File: src/rtl/pbm_pkg.sv
// Functional notes
// - While autoneg is enabled (bit 12), the manual duplex (bit 8) and manual speed (bit 13) bits are ignored.
// - While autoneg is disabled, port speed and duplex come from the manual speed and duplex bits.
// - Reset values of autoneg enable and manual duplex come from the captured autoneg strap select field.
// - Writing power down (bit 11) to one powers the port down; writing zero returns it to normal.
// - Isolate (bit 10) disconnects the port from the MII while register access keeps working.
// - Writing one to restart (bit 9) starts autoneg over from its beginning.
// - With autoneg disabled, a write of one to restart has no effect.
// - Restart reads as one from the write until autoneg has been initiated, then clears itself; the control logic also clears it on a write of zero to bit 9.
// - Software writing zero to restart does not disturb an autoneg process already running.
// - With autoneg disabled, manual duplex one selects full duplex and zero selects half duplex.
// - With collision test (bit 7) set, COL rises within 512 bit times after TXEN rises.
// - In collision test mode, COL falls within 4 bit times after TXEN falls.
// - Bits 6 to 0 are read-only reserved and read as zero.
// - Power down, isolate, restart and collision test reset to zero.
// - With autoneg disabled, manual speed one selects 100 Mb/s and zero selects 10 Mb/s.
package pbm_pkg;

   // ---------------------------------------------------------------
   // Register map (byte addresses)
   // ---------------------------------------------------------------
   localparam logic [11:0] PBM_ADDR_CONFIG = 12'h04c;
   localparam logic [11:0] PBM_ADDR_CONTROL = 12'h080;
   localparam logic [11:0] PBM_ADDR_PORT_STATE = 12'h0a0;
   localparam int PBM_ADDR_W = 12;

   // ---------------------------------------------------------------
   // Control register fields
   // ---------------------------------------------------------------
   localparam int PBM_BIT_SPEED = 13;
   localparam int PBM_BIT_AN_EN = 12;
   localparam int PBM_BIT_PWR_DOWN = 11;
   localparam int PBM_BIT_ISOLATE = 10;
   localparam int PBM_BIT_AN_RESTART = 9;
   localparam int PBM_BIT_DUPLEX = 8;
   localparam int PBM_BIT_COL_TEST = 7;
   localparam logic PBM_RST_PWR_DOWN = 1'b0;
   localparam logic PBM_RST_ISOLATE = 1'b0;
   localparam logic PBM_RST_AN_RESTART = 1'b0;
   localparam logic PBM_RST_COL_TEST = 1'b0;

   // ---------------------------------------------------------------
   // Strap field inside the config register
   // ---------------------------------------------------------------
   localparam int PBM_STRAP_W = 3;
   localparam int PBM_STRAP_AN = 2;
   localparam int PBM_STRAP_SPEED = 1;
   localparam int PBM_STRAP_DUPLEX = 0;
   localparam logic [PBM_STRAP_W-1:0] PBM_RST_STRAP = 3'h0;
   // Settle count that ends SETTLE; LOAD follows on the fourth edge after reset release
   localparam logic [1:0] PBM_STRAP_SETTLE = 2'h3;

   // ---------------------------------------------------------------
   // Port state register fields
   // ---------------------------------------------------------------
   localparam int PBM_PS_SPEED = 0;
   localparam int PBM_PS_DUPLEX = 1;
   localparam int PBM_PS_TXEN = 2;
   localparam int PBM_PS_COL = 3;
   localparam int PBM_PS_AN_BUSY = 4;

   // ---------------------------------------------------------------
   // Collision test timing
   // ---------------------------------------------------------------
   localparam int PBM_CLK_PERIOD_PS = 8000;
   localparam int PBM_BIT_TIME_PS = 10000;
   localparam int PBM_COL_ON_BIT_TIMES = 512;
   localparam int PBM_COL_OFF_BIT_TIMES = 4;
   localparam int PBM_COL_ON_CYCLES = (PBM_COL_ON_BIT_TIMES * PBM_BIT_TIME_PS) / PBM_CLK_PERIOD_PS;
   localparam int PBM_COL_OFF_CYCLES = (PBM_COL_OFF_BIT_TIMES * PBM_BIT_TIME_PS) / PBM_CLK_PERIOD_PS;

   typedef enum logic [1:0] {
      PBM_ST_SETTLE = 2'b00,
      PBM_ST_LOAD = 2'b01,
      PBM_ST_RUN = 2'b11
   } pbm_state_e;

   typedef struct packed {
      logic autoneg_en;
      logic power_down;
      logic isolate;
      logic speed_100;
      logic full_duplex;
   } pbm_port_mode_s;

endpackage : pbm_pkg

File: src/rtl/pbm_col_test.sv
`timescale 1ns/10ps
`default_nettype none

module pbm_col_test
   import pbm_pkg::*;
(
   input wire logic clock,
   input wire logic arst_n,
   input wire logic enable,
   input wire logic tx_en_pin,
   output logic tx_en_seen,
   output logic col
);

   logic tx_sync1;
   logic tx_sync2;
   logic next_col;

   // ---------------------------------------------------------------
   // Transmit enable synchroniser
   // ---------------------------------------------------------------
   always_ff @(posedge clock or negedge arst_n) begin
      if (!arst_n) begin
         tx_sync1 <= 1'b0;
         tx_sync2 <= 1'b0;
      end else begin
         tx_sync1 <= tx_en_pin;
         tx_sync2 <= tx_sync1;
      end
   end

   // Three edges from pin to COL, well inside both windows
   always_comb begin
      next_col = enable & tx_sync2;
   end

   always_ff @(posedge clock or negedge arst_n) begin
      if (!arst_n) begin
         col <= 1'b0;
      end else begin
         col <= next_col;
      end
   end

   assign tx_en_seen = tx_sync2;

endmodule // pbm_col_test

`default_nettype wire

File: src/rtl/pbm_basic_mode_control.sv
// Decided for this implementation: the placing of the registers and register access over APB.
`timescale 1ns/10ps
`default_nettype none

module pbm_basic_mode_control
   import pbm_pkg::*;
(
   input wire logic clock,
   input wire logic arst_n,
   // APB slave
   input wire logic psel,
   input wire logic penable,
   input wire logic pwrite,
   input wire logic [PBM_ADDR_W-1:0] paddr,
   input wire logic [31:0] pwdata,
   input wire logic [3:0] pstrb,
   output logic [31:0] prdata,
   output logic pready,
   output logic pslverr,
   // Strap pins, sampled once after reset
   input wire logic [PBM_STRAP_W-1:0] autoneg_strap_select,
   // Autoneg engine
   input wire logic autoneg_started,
   input wire logic autoneg_busy,
   input wire logic an_speed_100,
   input wire logic an_full_duplex,
   output logic autoneg_restart,
   // Port mode to the physical layer
   output pbm_port_mode_s port_mode,
   // MII side
   input wire logic mii_tx_en,
   output logic mii_col,
   output logic mii_col_oe
);

   pbm_state_e state;
   pbm_state_e next_state;
   logic [1:0] settle_cnt;
   logic [1:0] next_settle_cnt;
   logic run_d;
   logic next_run_d;

   logic [PBM_STRAP_W-1:0] strap_sync1;
   logic [PBM_STRAP_W-1:0] strap_sync2;
   logic [PBM_STRAP_W-1:0] strap;
   logic [PBM_STRAP_W-1:0] next_strap;

   logic an_en;
   logic pwr_down;
   logic isolate;
   logic an_restart;
   logic duplex;
   logic speed;
   logic col_test;
   logic next_an_en;
   logic next_pwr_down;
   logic next_isolate;
   logic next_an_restart;
   logic next_duplex;
   logic next_speed;
   logic next_col_test;
   logic next_restart_pulse;
   logic restart_pulse;

   logic access;
   logic wr_ctrl;
   logic hit;
   logic [31:0] next_prdata;
   logic [15:0] ctrl_view;
   logic [7:0] port_state_view;
   pbm_port_mode_s next_port_mode;

   logic col_raw;
   logic tx_en_seen;

   // ---------------------------------------------------------------
   // Strap synchroniser
   // ---------------------------------------------------------------
   always_ff @(posedge clock or negedge arst_n) begin
      if (!arst_n) begin
         strap_sync1 <= PBM_RST_STRAP;
         strap_sync2 <= PBM_RST_STRAP;
      end else begin
         strap_sync1 <= autoneg_strap_select;
         strap_sync2 <= strap_sync1;
      end
   end

   // ---------------------------------------------------------------
   // Start-up sequence
   // ---------------------------------------------------------------
   // The strap is a pin, so it cannot be loaded under the async reset;
   // the bus is held off until the strapped defaults are in place.
   always_comb begin
      next_state = state;
      next_settle_cnt = settle_cnt;
      next_strap = strap;
      // One cycle of RUN lets read data pick up the strapped defaults first
      next_run_d = (state == PBM_ST_RUN);
      case (state)
         PBM_ST_SETTLE: begin
            next_settle_cnt = settle_cnt + 2'h1;
            if (settle_cnt == PBM_STRAP_SETTLE) begin
               next_state = PBM_ST_LOAD;
            end
         end
         PBM_ST_LOAD: begin
            next_strap = strap_sync2;
            next_state = PBM_ST_RUN;
         end
         PBM_ST_RUN: begin
            next_state = PBM_ST_RUN;
         end
         default: begin
            next_state = PBM_ST_SETTLE;
            next_settle_cnt = 2'h0;
         end
      endcase
   end

   always_ff @(posedge clock or negedge arst_n) begin
      if (!arst_n) begin
         state <= PBM_ST_SETTLE;
         settle_cnt <= 2'h0;
         strap <= PBM_RST_STRAP;
         run_d <= 1'b0;
      end else begin
         run_d <= next_run_d;
         state <= next_state;
         settle_cnt <= next_settle_cnt;
         strap <= next_strap;
      end
   end

   // ---------------------------------------------------------------
   // APB decode
   // ---------------------------------------------------------------
   assign pready = run_d;
   assign access = psel & penable & pready;
   assign hit = (paddr == PBM_ADDR_CONTROL) | (paddr == PBM_ADDR_CONFIG) | (paddr == PBM_ADDR_PORT_STATE);
   assign pslverr = access & ~hit;
   // Config and port state are read-only; writes there are dropped
   assign wr_ctrl = access & pwrite & (paddr == PBM_ADDR_CONTROL);

   // ---------------------------------------------------------------
   // Control register
   // ---------------------------------------------------------------
   always_comb begin
      next_an_en = an_en;
      next_pwr_down = pwr_down;
      next_isolate = isolate;
      next_an_restart = an_restart;
      next_duplex = duplex;
      next_speed = speed;
      next_col_test = col_test;
      next_restart_pulse = 1'b0;
      if (state == PBM_ST_LOAD) begin
         next_an_en = strap_sync2[PBM_STRAP_AN];
         next_duplex = strap_sync2[PBM_STRAP_DUPLEX];
         next_speed = strap_sync2[PBM_STRAP_SPEED];
      end
      if (an_restart & autoneg_started) begin
         next_an_restart = 1'b0;
      end
      if (wr_ctrl) begin
         if (pstrb[1]) begin
            next_speed = pwdata[PBM_BIT_SPEED];
            next_an_en = pwdata[PBM_BIT_AN_EN];
            next_pwr_down = pwdata[PBM_BIT_PWR_DOWN];
            next_isolate = pwdata[PBM_BIT_ISOLATE];
            next_duplex = pwdata[PBM_BIT_DUPLEX];
            // Restart acts on the enable value already in force
            if (pwdata[PBM_BIT_AN_RESTART] & an_en) begin
               next_an_restart = 1'b1;
               next_restart_pulse = 1'b1;
            end else if (!pwdata[PBM_BIT_AN_RESTART]) begin
               // Only the flag is dropped, the engine is not told
               next_an_restart = 1'b0;
            end else begin
               next_an_restart = an_restart;
            end
         end
         if (pstrb[0]) begin
            next_col_test = pwdata[PBM_BIT_COL_TEST];
         end
      end
   end

   always_ff @(posedge clock or negedge arst_n) begin
      if (!arst_n) begin
         an_en <= 1'b0;
         pwr_down <= PBM_RST_PWR_DOWN;
         isolate <= PBM_RST_ISOLATE;
         an_restart <= PBM_RST_AN_RESTART;
         duplex <= 1'b0;
         speed <= 1'b0;
         col_test <= PBM_RST_COL_TEST;
         restart_pulse <= 1'b0;
      end else begin
         an_en <= next_an_en;
         pwr_down <= next_pwr_down;
         isolate <= next_isolate;
         an_restart <= next_an_restart;
         duplex <= next_duplex;
         speed <= next_speed;
         col_test <= next_col_test;
         restart_pulse <= next_restart_pulse;
      end
   end

   assign autoneg_restart = restart_pulse;

   // ---------------------------------------------------------------
   // Resolved port mode
   // ---------------------------------------------------------------
   always_comb begin
      next_port_mode.autoneg_en = an_en;
      next_port_mode.power_down = pwr_down;
      next_port_mode.isolate = isolate;
      if (an_en) begin
         // Manual bits have no say while negotiating
         next_port_mode.speed_100 = an_speed_100;
         next_port_mode.full_duplex = an_full_duplex;
      end else begin
         next_port_mode.speed_100 = speed;
         next_port_mode.full_duplex = duplex;
      end
   end

   always_ff @(posedge clock or negedge arst_n) begin
      if (!arst_n) begin
         port_mode <= '0;
      end else begin
         port_mode <= next_port_mode;
      end
   end

   // ---------------------------------------------------------------
   // Collision test
   // ---------------------------------------------------------------
   pbm_col_test u_col_test (
      .clock(clock),
      .arst_n(arst_n),
      .enable(col_test),
      .tx_en_pin(mii_tx_en),
      .tx_en_seen(tx_en_seen),
      .col(col_raw)
   );

   // Isolation only releases the MII pins; register access stays alive
   assign mii_col = col_raw;
   assign mii_col_oe = ~isolate;

   // ---------------------------------------------------------------
   // Read data
   // ---------------------------------------------------------------
   always_comb begin
      ctrl_view = 16'h0000;
      ctrl_view[PBM_BIT_SPEED] = speed;
      ctrl_view[PBM_BIT_AN_EN] = an_en;
      ctrl_view[PBM_BIT_PWR_DOWN] = pwr_down;
      ctrl_view[PBM_BIT_ISOLATE] = isolate;
      ctrl_view[PBM_BIT_AN_RESTART] = an_restart;
      ctrl_view[PBM_BIT_DUPLEX] = duplex;
      ctrl_view[PBM_BIT_COL_TEST] = col_test;
      port_state_view = 8'h00;
      port_state_view[PBM_PS_SPEED] = port_mode.speed_100;
      port_state_view[PBM_PS_DUPLEX] = port_mode.full_duplex;
      port_state_view[PBM_PS_TXEN] = tx_en_seen;
      port_state_view[PBM_PS_COL] = col_raw;
      port_state_view[PBM_PS_AN_BUSY] = autoneg_busy;
      next_prdata = prdata;
      // Refreshed through setup and wait cycles so a read held off at start-up sees loaded values
      if (psel & ~pwrite & ~(penable & pready)) begin
         case (paddr)
            PBM_ADDR_CONTROL: next_prdata = {16'h0000, ctrl_view};
            PBM_ADDR_CONFIG: next_prdata = {29'h0, strap};
            PBM_ADDR_PORT_STATE: next_prdata = {24'h0, port_state_view};
            default: next_prdata = 32'h0000_0000;
         endcase
      end
   end

   always_ff @(posedge clock or negedge arst_n) begin
      if (!arst_n) begin
         prdata <= 32'h0000_0000;
      end else begin
         prdata <= next_prdata;
      end
   end

endmodule // pbm_basic_mode_control

`default_nettype wire

File: config.mk
export PLATFORM = sky130hd
export DESIGN_NAME = pbm_basic_mode_control
export DESIGN_NICKNAME = d
export VERILOG_FILES = /design/src/rtl/pbm_pkg.sv /design/src/rtl/pbm_col_test.sv /design/src/rtl/pbm_basic_mode_control.sv
export SDC_FILE = /design/constraint.sdc
export NUM_CORES = 1
export LEC_CHECK = 0
export BUFFER_PORTS_ARGS = -buffer_cell sky130_fd_sc_hd__buf_4
export CORE_ASPECT_RATIO = 0.7
export CORE_MARGIN = 2
export CORE_UTILIZATION = 49
export CTS_BUF_LIST = sky130_fd_sc_hd__clkbuf_8
export DETAILED_ROUTE_END_ITERATION = 8
export PLACE_DENSITY = 0.95
export SYNTH_ARGS = -nofsm -noshare
export SYNTH_HDL_FRONTEND = slang
export SYNTH_SLANG_ARGS = --single-unit
export TNS_END_PERCENT = 100
File: constraint.sdc
create_clock -name clock -period 2.8 [get_ports clock]
set_clock_uncertainty 0.2 [all_clocks]
set_input_delay 0.28 -clock clock [delete_from_list [all_inputs] [get_ports clock]]
set_output_delay 0.28 -clock clock [all_outputs]
set_load 0.03 [all_outputs]
==> impl_metrics.json <==
{
  "layout-drive-gt1-share": 0.411,
  "routed_wirelength_um": 3700,
  "yosys_register_bits": 42,
  "worst_ep_arrival_time_ns": 1.86,
  "via_count": 1223,
  "netlist.area_leader.share": 0.572,
  "peakVddDrop_uv": 588,
  "ant_nets": 0,
  "cpMostUsedCell": "mux2_2",
  "crit_path_end_kind": "register",
  "htree_levels": 2,
  "crit_chain": "nor2b_1 -> mux2_2 -> mux2_2",
  "critPathKind": "register to register",
  "area_growth_pct": 28.5,
  "p_clk_frac": 0.382,
  "status": "complete, no violations",
  "grt_max_degree": 43,
  "netlist_instances": 144,
  "io_buffers": 55,
  "rsz0062_at_grt": "no",
  "n_antenna_cell": 0,
  "seqPwrFrac": 0.510,
  "ys_warn_count": 0,
  "grt_use_total": 0.182,
  "clkSlewWorstSetupHoldPaths_ns": 0.08,
  "ys_seq_area_frac": 0.572,
  "pre_cts_ws_ns": 0.857,
  "synth.distinct_cells": 31,
  "fin_setup_tns_ns": 0,
  "die_h_um": 55.2,
  "crit_fanout": 7,
  "design.core.area_um2": 3560,
  "swShare": 0.242,
  "root_buffer": "clkbuf_8",
  "pin_count": 103,
  "die_w_um": 77.2,
  "postCtsSetupBuffers": 0,
  "whs_ns": 0.0183,
  "start_kind": "register",
  "start_util": 0.517,
  "worst_slew_pin_slew_ns": 0.586,
  "synth_area_um2": 1840,
  "cts_tree": "built",
  "drt_iter0_markers": 88,
  "finalSetupViolCount": 0,
  "vias_per_cell": 4.76,
  "mostFrequentLayoutCells": "buf_4 (55), dfrtp_1 (42), conb_1 (20), mux2_2 (15), a22o_1 (10)",
  "num_rows": 18,
  "die_area_um2": 4260,
  "antenna_found_initial": 0,
  "grt_first_pass_wirelength_um": 5960,
  "p_int_mw": 0.934,
  "cp_slowest_stage_delay_ns": 0.47,
  "syn_avg_cell_area_um2": 12.8,
  "place.gp.congestion": 0.759,
  "grt.overflow.total": 0,
  "cp.required_ns": 2.78,
  "power_density_nw_per_um2": 521,
  "hold_class": "primary input to register",
  "combinationalPowerShare": 0.108,
  "cp_slowest_cell": "nor2b_1",
  "synth_ff_type": "dfrtp_1",
  "cap_violations": 0,
  "route.detailed.drc": 0,
  "min_period_over_period": 0.672,
  "grt_pass1_vias": 1293,
  "yosysTopAreaCell": "dfrtp_1",
  "place_hpwl_um": 2640,
  "fin_crit_ns": 1.88,
  "cts_buffers": 5,
  "worst_slack_ns": 0.918,
  "clock.fmax_ghz": 0.531,
  "layout_commonest_cell": "buf_4",
  "drv_slew": 0,
  "wl_per_cell_um": 14.4,
  "clk_latency_ns": 0.30,
  "p_leak_nw": 1.18,
  "drt-pass1-iter-count": 4,
  "nets": 268,
  "synthArstFlopShare": 1.00,
  "p_sw_mw": 0.298,
  "clock_path_buffers": 2,
  "finalHoldViolations": 0,
  "cts_resized": 0,
  "synth-edff-count": 0,
  "synthTopCellsByArea": "dfrtp_1 (57%), mux2_2 (9.2%), buf_4 (8.2%)",
  "relSlewSlack": 0.609,
  "clock-sinks": 42
}
stage by stage:
stage / cells / utilization / total power [mW] / area [µm²]
after floorplan: 163 / - / 0.727 / 1910
after global placement: 243 / 0.616 / 0.763 / 2190
after detailed placement: 243 / 0.616 / 0.767 / 2190
after CTS: 257 / 0.664 / 1.24 / 2360
after global routing: 257 / 0.664 / 1.29 / 2360
final: 257 / 0.664 / 1.23 / 2360
sequential cells by signal, summed over array words and instances, names as in the netlist, 2 cells and up:
| register | cells |
|---|---|
| strap_sync2 | 3 |
| state | 2 |
| settle_cnt | 2 |
| prdata | 12 |
| strap_sync1 | 3 |
| port_mode | 5 |
| strap | 3 |
cell type report:
cell class | count | area (µm²)
fillers | 272 | 1200
flip-flops and latches | 42 | 1050
multi-input cells | 93 | 656
repair buffers | 61 | 473
clock buffers | 5 | 68.8
well taps | 50 | 62.6
clock inverters | 3 | 40.0
inverters | 3 | 11.3
worst paths after layout:
check / from / to / slack (ns) / cells after the start
worst max register to register: state[0] / duplex / 0.92 / 3
worst min register to register: u_col_test.tx_sync1 / u_col_test.tx_en_seen / 0.16 / 0
min in group asynchronous: arst_n / prdata[12] / 0.29 / 2
max in group asynchronous: arst_n / strap[1] / 1.76 / 2
worst min-delay path: pwdata[8] / duplex / 0.02 / 2
worst max-delay path: state[0] / duplex / 0.92 / 3
routing by layer:
metal  track usage  vias to the layer above  routed length [µm]
met5             0                        -                   0
met1         0.246                      570                1640
met3        0.0605                        5                 334
met2         0.272                       66                1690
li1              -                      582                   -
met4        0.0765                        0                  36
power groups by stage:
stage | combinational (mW) | clock [mW] | sequential, mW
2_1_floorplan | 0.0839 | 0 | 0.643
3_3_place_gp | 0.124 | 0 | 0.639
3_5_place_dp | 0.127 | 0 | 0.640
4_1_cts | 0.134 | 0.481 | 0.628
5_1_grt | 0.143 | 0.514 | 0.629
6_report | 0.133 | 0.470 | 0.628
synth_stat cells (2+ instances only):
library cell and count:
mux2_2 15, o21ai_0 4, clkbuf_1 2, nor3_1 4, o31ai_1 2, nand4_1 3
inv_1 3, nand2_1 8, buf_6 3, nor2_1 5, dfrtp_1 42, a21o_1 4
buf_4 20, nand2b_1 2, and2_1 2, a22o_1 10
repair_timing:
action | CTS | global route
endpoints found under the hold margin | 47 | 0
setup endpoints to repair | 0 | 0
hold buffers | 6 | 0
critical path: cells and delay by family, from the launching register on:
family / cells / cell delay [ns]
DFF: 1 / 0.44
muxes: 2 / 0.65
and+or+nand+nor: 1 / 0.47
cell families (layout without fill, tap and decap cells):
group                    after synthesis  in the layout  synth area share
buffers and inverters                 28             72             0.110
multiplexers                          15             15            0.0919
flip-flops                            42             42             0.572
other                                  1             20           0.00204
AO/OA/AOI/OAI                         23             23            0.0973
AND/OR/NAND/NOR                       34             34             0.120
adder cells (fa/ha/maj)                1              1           0.00681
No activity file was read; power rests on OpenSTA's default activity.
